## src/pwm_fault_pkg.sv

```systemverilog
// Package for the fault-input and dither block of the dead-time PWM timer.
// Assumes a 32-bit classic Wishbone bus with byte addresses, one word per register.
package pwm_fault_pkg;

  // Register byte offsets
  localparam logic [7:0] OFS_CTRL = 8'h00;
  localparam logic [7:0] OFS_INPUT = 8'h04;
  localparam logic [7:0] OFS_DEAD_A = 8'h08;
  localparam logic [7:0] OFS_ON_A = 8'h0C;
  localparam logic [7:0] OFS_DEAD_B = 8'h10;
  localparam logic [7:0] OFS_ON_B = 8'h14;
  localparam logic [7:0] OFS_DITHER = 8'h18;
  localparam logic [7:0] OFS_STATUS = 8'h1C;

  // Field positions
  localparam int CTRL_ENABLE_BIT = 0;
  localparam int CTRL_WAVE_LSB = 1;
  localparam int CTRL_RESTART_BIT = 3;
  localparam int INPUT_A_LSB = 0;
  localparam int INPUT_B_LSB = 8;
  localparam int DITHER_SEL_LSB = 0;
  localparam int DITHER_INC_LSB = 8;

  // Values after reset
  localparam logic [11:0] RST_SEGMENT = 12'h010;
  localparam logic [7:0] RST_DITHER_INC = 8'h00;

  // Waveform generation modes
  localparam logic [1:0] WAVE_ONE_RAMP = 2'h0;
  localparam logic [1:0] WAVE_TWO_RAMP = 2'h1;
  localparam logic [1:0] WAVE_FOUR_RAMP = 2'h2;
  localparam logic [1:0] WAVE_DUAL_SLOPE = 2'h3;

  // Dither placement choices
  localparam logic [1:0] DITH_ON_B = 2'h0;
  localparam logic [1:0] DITH_ON_AB = 2'h1;
  localparam logic [1:0] DITH_DEAD_B = 2'h2;
  localparam logic [1:0] DITH_DEAD_AB = 2'h3;

  // Fault input action modes
  localparam logic [3:0] ACT_NONE = 4'h0;
  localparam logic [3:0] ACT_STOP_JUMP_WAIT = 4'h1;
  localparam logic [3:0] ACT_STOP_RUN_OTHER_WAIT = 4'h2;
  localparam logic [3:0] ACT_REPEAT_OTHER = 4'h3;
  localparam logic [3:0] ACT_ALL_OFF = 4'h4;
  localparam logic [3:0] ACT_ALL_DEAD_ONLY = 4'h5;
  localparam logic [3:0] ACT_ALL_JUMP_WAIT = 4'h6;
  localparam logic [3:0] ACT_ALL_SW_WAIT = 4'h7;
  localparam logic [3:0] ACT_EDGE_JUMP = 4'h8;
  localparam logic [3:0] ACT_EDGE_BLOCK = 4'h9;
  localparam logic [3:0] ACT_LEVEL_BLOCK = 4'hA;

  typedef enum logic [1:0] {PH_DEAD_A, PH_ON_A, PH_DEAD_B, PH_ON_B} phase_e;
  typedef enum logic [1:0] {HOLD_NONE, HOLD_RELEASE, HOLD_SOFTWARE} hold_e;

  typedef struct packed {
    logic enable;
    logic [1:0] wave;
    logic [3:0] act_a;
    logic [3:0] act_b;
    logic [11:0] dead_a;
    logic [11:0] on_a;
    logic [11:0] dead_b;
    logic [11:0] on_b;
    logic [1:0] dither_sel;
    logic [7:0] dither_inc;
  } cfg_s;

endpackage
```

## src/pwm_fault_dither.sv

```systemverilog
// Fault-input action and dither sequencer for a four-segment dead-time PWM cycle.
// Assumes a classic Wishbone master on i_mclk and fault inputs from another domain.
// Overview of operation
// - Mode 9: rising edge blanks active output
// - Mode 9 leaves counter sequence untouched
// - Mode 9: input A/B only output A/B
// - Mode 10: output off while input active
// - Mode 10: released in on time, stays off
// - Mode 10: each input controls own output
// - Mode 1: end on time, wait, other dead
// - Mode 2: run other cycle, wait, own dead
// - Mode 3: repeat other cycle while active
// - Mode 5: both outputs, dead times only
// - Mode 6: end on time, run next dead, wait, other dead
// - Mode 7: stop until software restart
// - Mode 8: edge ends on time, other dead
// - Accumulate fraction, overflow inserts one cycle
// - Four dither placement choices
// - No dither in dual-slope mode
// - One-ramp: on adds one, dead adds zero
// - Two/four-ramp additions per placement table
// - Zero-add choices shorten the following state
// - Mode 0: inputs leave outputs alone
// - Mode 4: both outputs off, counter runs
// - One-ramp dead B: DEAD_TIME_B plus, ON_TIME_B minus
//
// Chosen here: the Wishbone register port and the placing of the registers.
`timescale 1ns/10ps
module pwm_fault_dither
  import pwm_fault_pkg::*;
#(
  parameter int CNT_W = 12
) (
  input wire logic i_mclk,
  input wire logic i_rst_n,
  input wire logic i_wb_cyc,
  input wire logic i_wb_stb,
  input wire logic i_wb_we,
  input wire logic [7:0] i_wb_adr,
  input wire logic [31:0] i_wb_dat,
  input wire logic [3:0] i_wb_sel,
  output logic [31:0] o_wb_dat,
  output logic o_wb_ack,
  input wire logic i_fault_in_a,
  input wire logic i_fault_in_b,
  output logic o_waveform_out_a,
  output logic o_waveform_out_b
);

  ////////////////////////////////////////////////////////////////////////////
  // Register file

  cfg_s cfg;
  logic restart_cmd;
  logic [31:0] wr_word;
  logic [31:0] rd_word;
  logic [31:0] cur_word;
  logic bus_req;
  logic bus_wr;

  phase_e phase;
  hold_e hold;
  logic [CNT_W:0] count;
  logic [7:0] dither_acc;
  logic dith;
  logic [1:0] blocked;
  logic [1:0] pend_other;
  logic [1:0] in_meta;
  logic [1:0] in_sync;
  logic [1:0] in_prev;

  assign bus_req = i_wb_cyc & i_wb_stb;
  assign bus_wr = bus_req & i_wb_we & o_wb_ack;

  function automatic logic [31:0] merge(input logic [31:0] old, input logic [31:0] nw,
                                        input logic [3:0] sel);
    logic [31:0] res;
    res = old;
    for (int b = 0; b < 4; b++) begin
      if (sel[b]) begin
        res[8*b +: 8] = nw[8*b +: 8];
      end
    end
    return res;
  endfunction

  always_comb begin
    cur_word = 32'h0000_0000;
    unique case (i_wb_adr)
      OFS_CTRL: cur_word = {28'h0, 1'b0, cfg.wave, cfg.enable};
      OFS_INPUT: cur_word = {20'h0, cfg.act_b, 4'h0, cfg.act_a};
      OFS_DEAD_A: cur_word = {20'h0, cfg.dead_a};
      OFS_ON_A: cur_word = {20'h0, cfg.on_a};
      OFS_DEAD_B: cur_word = {20'h0, cfg.dead_b};
      OFS_ON_B: cur_word = {20'h0, cfg.on_b};
      OFS_DITHER: cur_word = {16'h0, cfg.dither_inc, 6'h0, cfg.dither_sel};
      default: cur_word = 32'h0000_0000;
    endcase
    wr_word = merge(cur_word, i_wb_dat, i_wb_sel);
  end

  always_comb begin
    rd_word = 32'h0000_0000;
    unique case (i_wb_adr)
      OFS_CTRL, OFS_INPUT, OFS_DEAD_A, OFS_ON_A, OFS_DEAD_B, OFS_ON_B, OFS_DITHER:
        rd_word = cur_word;
      OFS_STATUS: rd_word = {count[CNT_W-1:0], 11'h0, dith, o_waveform_out_b, o_waveform_out_a,
                             in_sync, hold, phase};
      default: rd_word = 32'h0000_0000;
    endcase
  end

  // Single-wait-state slave: ack one cycle after the request, write at the ack edge
  always_ff @(posedge i_mclk or negedge i_rst_n) begin
    if (!i_rst_n) begin
      o_wb_ack <= 1'b0;
      o_wb_dat <= 32'h0000_0000;
    end else begin
      o_wb_ack <= bus_req & ~o_wb_ack;
      if (bus_req & ~o_wb_ack & ~i_wb_we) begin
        o_wb_dat <= rd_word;
      end
    end
  end

  always_ff @(posedge i_mclk or negedge i_rst_n) begin
    if (!i_rst_n) begin
      cfg <= '{enable: 1'b0, wave: WAVE_ONE_RAMP, act_a: ACT_NONE, act_b: ACT_NONE,
               dead_a: RST_SEGMENT, on_a: RST_SEGMENT, dead_b: RST_SEGMENT,
               on_b: RST_SEGMENT, dither_sel: DITH_ON_B, dither_inc: RST_DITHER_INC};
      restart_cmd <= 1'b0;
    end else begin
      restart_cmd <= bus_wr && i_wb_adr == OFS_CTRL && i_wb_sel[0] &&
                     i_wb_dat[CTRL_RESTART_BIT];
      if (bus_wr) begin
        unique case (i_wb_adr)
          OFS_CTRL: begin
            cfg.enable <= wr_word[CTRL_ENABLE_BIT];
            cfg.wave <= wr_word[CTRL_WAVE_LSB +: 2];
          end
          OFS_INPUT: begin
            cfg.act_a <= wr_word[INPUT_A_LSB +: 4];
            cfg.act_b <= wr_word[INPUT_B_LSB +: 4];
          end
          OFS_DEAD_A: cfg.dead_a <= wr_word[11:0];
          OFS_ON_A: cfg.on_a <= wr_word[11:0];
          OFS_DEAD_B: cfg.dead_b <= wr_word[11:0];
          OFS_ON_B: cfg.on_b <= wr_word[11:0];
          OFS_DITHER: begin
            cfg.dither_sel <= wr_word[DITHER_SEL_LSB +: 2];
            cfg.dither_inc <= wr_word[DITHER_INC_LSB +: 8];
          end
          default: cfg.enable <= cfg.enable;
        endcase
      end
    end
  end

  ////////////////////////////////////////////////////////////////////////////
  // Fault input synchronisers and edge detect

  always_ff @(posedge i_mclk or negedge i_rst_n) begin
    if (!i_rst_n) begin
      in_meta <= 2'h0;
      in_sync <= 2'h0;
      in_prev <= 2'h0;
    end else begin
      in_meta <= {i_fault_in_b, i_fault_in_a};
      in_sync <= in_meta;
      in_prev <= in_sync;
    end
  end

  logic [3:0] act [2];
  logic [1:0] rise;
  phase_e own_dead [2];
  phase_e own_on [2];
  phase_e opp_dead [2];

  assign act[0] = cfg.act_a;
  assign act[1] = cfg.act_b;
  assign rise = in_sync & ~in_prev;
  assign own_dead[0] = PH_DEAD_A;
  assign own_dead[1] = PH_DEAD_B;
  assign own_on[0] = PH_ON_A;
  assign own_on[1] = PH_ON_B;
  assign opp_dead[0] = PH_DEAD_B;
  assign opp_dead[1] = PH_DEAD_A;

  // Level of any input whose action mode is the given shared mode
  function automatic logic any_active(input logic [3:0] mode);
    return (in_sync[0] && act[0] == mode) || (in_sync[1] && act[1] == mode);
  endfunction

  ////////////////////////////////////////////////////////////////////////////
  // Segment lengths with dither

  function automatic logic [CNT_W:0] seg_len(input phase_e ph, input logic d);
    logic [CNT_W+1:0] tmp;
    logic ext;
    logic shr;
    logic short_ramp;
    tmp = '0;
    ext = 1'b0;
    shr = 1'b0;
    short_ramp = cfg.wave == WAVE_ONE_RAMP || cfg.wave == WAVE_TWO_RAMP;
    unique case (ph)
      PH_DEAD_A: tmp = {2'b00, cfg.dead_a};
      PH_ON_A: tmp = {2'b00, cfg.on_a};
      PH_DEAD_B: tmp = {2'b00, cfg.dead_b};
      PH_ON_B: tmp = {2'b00, cfg.on_b};
    endcase
    if (d) begin
      unique case (cfg.dither_sel)
        DITH_ON_B: ext = ph == PH_ON_B;
        DITH_ON_AB: begin
          ext = ph == PH_ON_A || ph == PH_ON_B;
          shr = cfg.wave == WAVE_ONE_RAMP && ph == PH_DEAD_B;
        end
        DITH_DEAD_B: begin
          ext = ph == PH_DEAD_B;
          shr = short_ramp && ph == PH_ON_B;
        end
        DITH_DEAD_AB: begin
          ext = ph == PH_DEAD_A || ph == PH_DEAD_B;
          shr = short_ramp && (ph == PH_ON_A || ph == PH_ON_B);
        end
      endcase
    end
    tmp = tmp + {{(CNT_W+1){1'b0}}, ext};
    if (shr && tmp > {{CNT_W{1'b0}}, 2'b01}) begin
      tmp = tmp - {{(CNT_W+1){1'b0}}, 1'b1};
    end
    if (tmp == '0) begin
      tmp = {{CNT_W{1'b0}}, 2'b01};
    end
    return tmp[CNT_W:0];
  endfunction

  ////////////////////////////////////////////////////////////////////////////
  // Sequencer next state

  phase_e next_phase;
  phase_e hold_target;
  phase_e next_hold_target;
  hold_e next_hold;
  logic [CNT_W:0] next_count;
  logic [1:0] next_pend_other;
  logic [1:0] next_blocked;
  logic next_dith;
  logic [8:0] acc_sum;
  logic reload;
  logic rel_busy;
  logic any_on_phase;

  assign acc_sum = {1'b0, dither_acc} + {1'b0, cfg.dither_inc};
  assign any_on_phase = phase == PH_ON_A || phase == PH_ON_B;
  assign rel_busy = (in_sync[0] && act[0] inside {ACT_STOP_JUMP_WAIT, ACT_STOP_RUN_OTHER_WAIT,
                     ACT_ALL_JUMP_WAIT}) ||
                    (in_sync[1] && act[1] inside {ACT_STOP_JUMP_WAIT, ACT_STOP_RUN_OTHER_WAIT,
                     ACT_ALL_JUMP_WAIT});

  always_comb begin
    next_phase = phase;
    next_hold = hold;
    next_hold_target = hold_target;
    next_pend_other = pend_other;
    next_dith = dith;
    reload = 1'b0;
    unique case (hold)
      HOLD_SOFTWARE: begin
        if (restart_cmd) begin
          next_hold = HOLD_NONE;
          next_phase = PH_DEAD_A;
          reload = 1'b1;
        end
      end
      HOLD_RELEASE: begin
        if (!rel_busy) begin
          next_hold = HOLD_NONE;
          next_phase = hold_target;
          reload = 1'b1;
        end
      end
      HOLD_NONE: begin
        if (count <= {{CNT_W{1'b0}}, 1'b1}) begin
          next_phase = phase_e'(phase + 2'd1);
          reload = 1'b1;
          for (int i = 0; i < 2; i++) begin
            if (phase == phase_e'(own_on[i] ^ 2'b10) && act[i] == ACT_STOP_RUN_OTHER_WAIT
                && pend_other[i]) begin
              next_pend_other[i] = 1'b0;
              if (in_sync[i]) begin
                next_hold = HOLD_RELEASE;
                next_hold_target = own_dead[i];
              end
            end
            if (phase == phase_e'(own_on[i] ^ 2'b10) && act[i] == ACT_REPEAT_OTHER
                && in_sync[i]) begin
              next_phase = opp_dead[i];
            end
          end
          if (!any_on_phase && any_active(ACT_ALL_DEAD_ONLY)) begin
            next_phase = phase_e'(phase ^ 2'b10);
          end
          if (!any_on_phase && any_active(ACT_ALL_JUMP_WAIT)) begin
            next_phase = phase;
            next_hold = HOLD_RELEASE;
            next_hold_target = phase_e'(phase ^ 2'b10);
            reload = 1'b0;
          end
        end
      end
      default: next_hold = HOLD_NONE;
    endcase
    if (hold != HOLD_SOFTWARE) begin
      for (int i = 0; i < 2; i++) begin
        unique case (act[i])
          ACT_STOP_JUMP_WAIT: begin
            if (in_sync[i] && (phase == own_dead[i] || phase == own_on[i])) begin
              next_phase = opp_dead[i];
              next_hold = HOLD_RELEASE;
              next_hold_target = opp_dead[i];
              reload = 1'b1;
            end
          end
          ACT_STOP_RUN_OTHER_WAIT: begin
            if (in_sync[i] && !pend_other[i] &&
                (phase == own_dead[i] || phase == own_on[i])) begin
              next_phase = opp_dead[i];
              next_pend_other[i] = 1'b1;
              reload = 1'b1;
            end
          end
          ACT_REPEAT_OTHER, ACT_EDGE_JUMP: begin
            if ((act[i] == ACT_REPEAT_OTHER ? in_sync[i] : rise[i]) &&
                phase == own_on[i]) begin
              next_phase = opp_dead[i];
              reload = 1'b1;
            end
          end
          ACT_ALL_DEAD_ONLY, ACT_ALL_JUMP_WAIT: begin
            if (in_sync[i] && any_on_phase && hold == HOLD_NONE) begin
              next_phase = phase_e'(phase + 2'd1);
              reload = 1'b1;
            end
          end
          ACT_ALL_SW_WAIT: begin
            if (in_sync[i]) begin
              next_hold = HOLD_SOFTWARE;
            end
          end
          default: next_pend_other[i] = next_pend_other[i];
        endcase
      end
    end
    if (reload && next_phase == PH_DEAD_A && phase == PH_ON_B) begin
      next_dith = acc_sum[8] && cfg.wave != WAVE_DUAL_SLOPE;
    end
    next_count = reload ? seg_len(next_phase, next_dith) : count - {{CNT_W{1'b0}}, 1'b1};
    if (hold != HOLD_NONE && next_hold != HOLD_NONE && !reload) begin
      next_count = count;
    end
    if (!cfg.enable) begin
      next_phase = PH_DEAD_A;
      next_hold = HOLD_NONE;
      next_pend_other = 2'b00;
      next_dith = 1'b0;
      next_count = seg_len(PH_DEAD_A, 1'b0);
    end
  end

  // Output blanking for edge and level modes; counter flow is not touched
  always_comb begin
    for (int i = 0; i < 2; i++) begin
      next_blocked[i] = blocked[i] && next_phase == phase && !reload;
      if (next_phase == own_on[i] && phase == own_on[i] &&
          ((act[i] == ACT_EDGE_BLOCK && rise[i]) ||
           (act[i] == ACT_LEVEL_BLOCK && in_sync[i]))) begin
        next_blocked[i] = 1'b1;
      end
    end
  end

  ////////////////////////////////////////////////////////////////////////////
  // State registers

  always_ff @(posedge i_mclk or negedge i_rst_n) begin
    if (!i_rst_n) begin
      phase <= PH_DEAD_A;
      hold <= HOLD_NONE;
      hold_target <= PH_DEAD_A;
      count <= {{CNT_W{1'b0}}, 1'b1};
      pend_other <= 2'b00;
      blocked <= 2'b00;
      dith <= 1'b0;
    end else begin
      phase <= next_phase;
      hold <= next_hold;
      hold_target <= next_hold_target;
      count <= next_count;
      pend_other <= next_pend_other;
      blocked <= next_blocked;
      dith <= next_dith;
    end
  end

  always_ff @(posedge i_mclk or negedge i_rst_n) begin
    if (!i_rst_n) begin
      dither_acc <= 8'h00;
    end else if (!cfg.enable) begin
      dither_acc <= 8'h00;
    end else if (reload && next_phase == PH_DEAD_A && phase == PH_ON_B) begin
      dither_acc <= acc_sum[7:0];
    end
  end

  ////////////////////////////////////////////////////////////////////////////
  // Waveform outputs

  logic [1:0] level_off;
  logic all_off;

  assign all_off = any_active(ACT_ALL_OFF) || any_active(ACT_ALL_DEAD_ONLY) ||
                   any_active(ACT_ALL_JUMP_WAIT) || any_active(ACT_ALL_SW_WAIT);
  assign level_off[0] = act[0] == ACT_LEVEL_BLOCK && in_sync[0];
  assign level_off[1] = act[1] == ACT_LEVEL_BLOCK && in_sync[1];

  always_ff @(posedge i_mclk or negedge i_rst_n) begin
    if (!i_rst_n) begin
      o_waveform_out_a <= 1'b0;
      o_waveform_out_b <= 1'b0;
    end else begin
      o_waveform_out_a <= cfg.enable && next_phase == PH_ON_A && next_hold == HOLD_NONE &&
                          !next_blocked[0] && !level_off[0] && !all_off;
      o_waveform_out_b <= cfg.enable && next_phase == PH_ON_B && next_hold == HOLD_NONE &&
                          !next_blocked[1] && !level_off[1] && !all_off;
    end
  end

endmodule

```

## config.mk

```make
export PLATFORM = sky130hd
export DESIGN_NAME = pwm_fault_dither
export DESIGN_NICKNAME = d
export VERILOG_FILES = /design/src/pwm_fault_pkg.sv /design/src/pwm_fault_dither.sv
export SDC_FILE = /design/constraint.sdc
export NUM_CORES = 1
export LEC_CHECK = 0
export BUFFER_PORTS_ARGS = -buffer_cell sky130_fd_sc_hd__buf_2
export CAP_MARGIN = 40
export CORE_MARGIN = 5
export CORE_UTILIZATION = 50
export CTS_CLUSTER_DIAMETER = 100
export DETAILED_ROUTE_END_ITERATION = 10
export PLACE_DENSITY = 0.69
export SETUP_SLACK_MARGIN = 0.2
export SLEW_MARGIN = 20
export SYNTH_ARGS = -nofsm -noshare
export SYNTH_HDL_FRONTEND = slang
export SYNTH_SLANG_ARGS = --single-unit
```

## constraint.sdc

```tcl
create_clock -name i_mclk -period 18.3 [get_ports i_mclk]
set_input_delay 3.66 -clock i_mclk [delete_from_list [all_inputs] [get_ports i_mclk]]
set_output_delay 3.66 -clock i_mclk [all_outputs]
set_load 0.02 [all_outputs]
```

==> results.py <==
metrics = {
    "outcome": {
        "status": "finished clean",
    },
    "global_route": {
        "grt_pass1_vias": 7821,
        "grt_antenna_before_repair": 0,
        "grt_max_degree": 80,
        "grt_pass1_wl_um": 43300,
        "gr-usage-all-layers_pct": 24.9,
        "grt_overflow": 0,
    },
    "timing": {
        "period_needed_ns": 7.45,
        "period_share_pct": 40.7,
        "worst_pin_slew_ns": 0.884,
        "setup_slack_ns": 10.85,
        "relSlewSlack_pct": 40.2,
        "rsz0062_at_grt": "no",
        "slew_viol_final": 0,
        "finalSetupViolations": 0,
        "finalClockSkew_ns": 0.00807,
        "max_clock_freq_ghz": 0.134,
        "setup_tns_ns": 0,
        "hold_viol": 0,
    },
    "clock_network": {
        "cts-resized-gates": 0,
        "post-cts-setup-buffer-count": 0,
        "h-tree-depth": 4,
        "cts_hold_buf": 0,
        "clock-sinks": 139,
        "clock_latency_ns": 0.42,
        "cts.clk_slew.worst_paths_ns": 0.06,
        "cts_root_buf": "clkbuf_16",
        "cts_made_buffers": 17,
        "cts_tree": "done",
        "cts_max_path_buffers": 2,
    },
    "placement": {
        "dpl_cell_area_um2": 9880,
        "dp_hpwl_um": 19600,
        "pre_cts_slack_ns": 10.41,
        "gp_congestion": 0.985,
        "io_buffers": 63,
    },
    "route": {
        "drt_iter0_drc": 788,
        "drt_first_pass_iters": 6,
        "avgRoutedWirePerCell_um": 20.8,
        "drc": 0,
        "avgViaCountPerCell": 6.33,
        "ant_nets": 0,
        "via_count": 8132,
        "wirelength_um": 26700,
    },
    "setup_path": {
        "cp-end-kind": "register",
        "worstSetupPathType": "register to register",
        "worstPathCellList": "ha_1, nor2_1, or4b_2, a21boi_0, a221o_1, a31oi_1, a221o_1, nand4_1, buf_6, o21ai_0, and3_1, ha_1, o21ai_2, a2111o_1, a2111oi_4, o2111ai_4, o21ai_2, mux2i_1, o2111ai_1, nand4b_1, a221oi_2",
        "slowest_delay_ns": 0.67,
        "critPathArrivalTime_ns": 7.78,
        "path_delay_family": "compound AO/OA/AOI/OAI gates",
        "slowest_stage": "dfrtp_1",
        "crit_buf_inv": 1,
        "worstSetupStartpointType": "register",
        "cp.required_ns": 18.63,
        "crit_fanout": 23,
    },
    "floorplanning": {
        "die_h_um": 147,
        "core_area_um2": 18600,
        "fp.dieArea_um2": 21700,
        "die_x_um": 147,
        "io_pins": 86,
        "initial_core_util_pct": 50.7,
        "rows": 50,
    },
    "layout": {
        "drive_above_1_share_pct": 25.5,
        "final_cell_mix": "dfrtp_1, nand2_1, mux2_2",
        "multi_input_area_um2": 5560,
        "fillers": 1660,
        "final_net_count": 1109,
        "final_area_um2": 10500,
        "area_growth_pct": 11.5,
        "finish.utilization_pct": 56.5,
        "seqCellArea_um2": 3480,
        "n_antenna_cell": 0,
        "mostFrequentLayoutCell": "dfrtp_1",
    },
    "synthesis": {
        "synth_compound_area_share_pct": 18.6,
        "synth-edff-count": 0,
        "synth.avg_cell_area_um2": 9.50,
        "synthSimpleGateAreaFrac_pct": 20.1,
        "ys_warn_count": 0,
        "synthDistinctLibCells": 106,
        "ys_ff_latch": 139,
        "synth_largest_area_cell": "dfrtp_1",
        "synth_ff_type": "dfrtp_1",
        "synth_xor_area_share_pct": 2.77,
        "yosys-top-cells-area": "dfrtp_1, mux2_2, nand2_1, mux2i_1, nor2_1",
        "async_flop_share_pct": 100,
        "synth_top_cell_area_share_pct": 35.5,
        "syn_inst": 994,
        "syn_area_um2": 9440,
        "synthAdderAreaFrac_pct": 2.60,
        "synth_top_family_by_area": "simple AND/OR/NAND/NOR gates",
        "synth_seq_area_share_pct": 36.9,
        "muxShareOfSynthArea_pct": 14.3,
    },
    "pwr": {
        "pwr_density_cell_nw_per_um2": 66.0,
        "vdd_ir_drop_max_v": 0.0000673,
        "p_leak_nw": 4.75,
    },
    "hold_path": {
        "hold_path.class": "register to register",
    },
    "run": {
        "cap_violations": 0,
    },
}
==> worst reg2reg max path, cell delays in order (launching register included) <==
cell,delay (ns)
dfrtp_1,0.67
ha_1,0.58
nor2_1,0.16
or4b_2,0.65
a21boi_0,0.18
a221o_1,0.37
a31oi_1,0.23
a221o_1,0.66
nand4_1,0.30
buf_6,0.24
o21ai_0,0.19
and3_1,0.21
ha_1,0.23
o21ai_2,0.16
a2111o_1,0.47
a2111oi_4,0.49
o2111ai_4,0.25
o21ai_2,0.36
mux2i_1,0.28
o2111ai_1,0.14
nand4b_1,0.24
a221oi_2,0.30
==> layer usage <==
metal / GRT usage, % / up-vias / share of wire (%)
met3: 4.35 / 61 / 7.1
met2: 38.6 / 357 / 46
li1: - / 3772 / -
met1: 35.3 / 3942 / 44
met5: 0 / - / 0
met4: 9.13 / 0 / 2.7
==> synthesized netlist by cell type (4+ instances only) <==
| cell type | count |
|---|---|
| and2_2 | 6 |
| a222oi_1 | 5 |
| clkbuf_8 | 7 |
| nor3_1 | 22 |
| nor3b_1 | 4 |
| a31oi_1 | 10 |
| o211ai_1 | 8 |
| nor4b_1 | 5 |
| nand2_1 | 105 |
| xor2_1 | 10 |
| a21o_1 | 5 |
| or3b_2 | 5 |
| nand3_1 | 44 |
| o2bb2ai_1 | 5 |
| a21oi_1 | 52 |
| nand2b_1 | 14 |
| dfstp_2 | 5 |
| ha_1 | 18 |
| buf_6 | 4 |
| clkbuf_1 | 39 |
| o21bai_1 | 7 |
| o22ai_1 | 6 |
| mux2i_1 | 29 |
| nand3b_1 | 6 |
| and3_1 | 10 |
| buf_4 | 6 |
| nor4_1 | 12 |
| inv_1 | 21 |
| nor2_1 | 70 |
| or3_1 | 5 |
| o21ai_0 | 43 |
| nand4_1 | 11 |
| mux2_2 | 91 |
| nor2b_1 | 11 |
| and2_1 | 4 |
| a211oi_1 | 7 |
| dfrtp_1 | 134 |
| xnor2_1 | 18 |
| buf_2 | 4 |
| a22oi_1 | 28 |
==> registers in the layout, indices dropped and copies added (netlist names) <==
name              cells
in_meta               2
hold                  2
o_waveform_out_b      1
o_waveform_out_a      1
dith                  1
pend_other            2
act                   8
hold_target           2
phase                 2
dither_acc            8
restart_cmd           1
in_prev               2
in_sync               2
count                13
blocked               2
o_wb_dat             28
o_wb_ack              1
cfg                  61
==> logic make-up after synthesis <==
kind of cell               count (synthesis)
adders and majority gates                 19
and+or+nand+nor                          362
muxes                                    122
xor gates and xnor gates                  29
other                                      1
DFF                                      139
AOI/OAI and AO/OA                        239
buffers and inverters                     83
==> through the flow <==
step           hold slack [ns]  std cells  power [W]
6_report                 0.350       1284   0.000695
5_1_grt                  0.354       1284   0.000719
4_1_cts                  0.353       1281   0.000699
3_5_place_dp             0.340       1251   0.000340
3_3_place_gp             0.335       1248   0.000340
2_1_floorplan            0.331        997   0.000326
==> power breakdown <==
group          internal [W]   total, W  switching (W)  leakage, nW
Combinational    0.00000754  0.0000241      0.0000166         2.58
Clock              0.000226   0.000360       0.000135        0.288
Sequential         0.000309   0.000311     0.00000195         1.88
Total              0.000542   0.000695       0.000153         4.75
==> final timing paths <==
check	slack, ns	cells past startpoint	from	to
max	10.85	21	phase[1]	count[0]
min	0.35	0	in_meta[1]	in_sync[1]
max reg2reg	10.85	21	phase[1]	count[0]
min reg2reg	0.35	0	in_meta[1]	in_sync[1]
max in group asynchronous	14.03	3	i_rst_n	count[0]
min in group asynchronous	3.27	1	i_rst_n	dither_acc[0]
==> area by class of cell <==
class                      count  share of cell area (%)
clock buffer                  18                    4.07
clock inverter                12                    1.66
inverter                      21                   0.748
multi-input combinational    775                    52.8
sequential                   139                    33.1
tap                          234                    2.78
timing repair buffer          85                    4.86
Power figures use the tool's default switching activity.
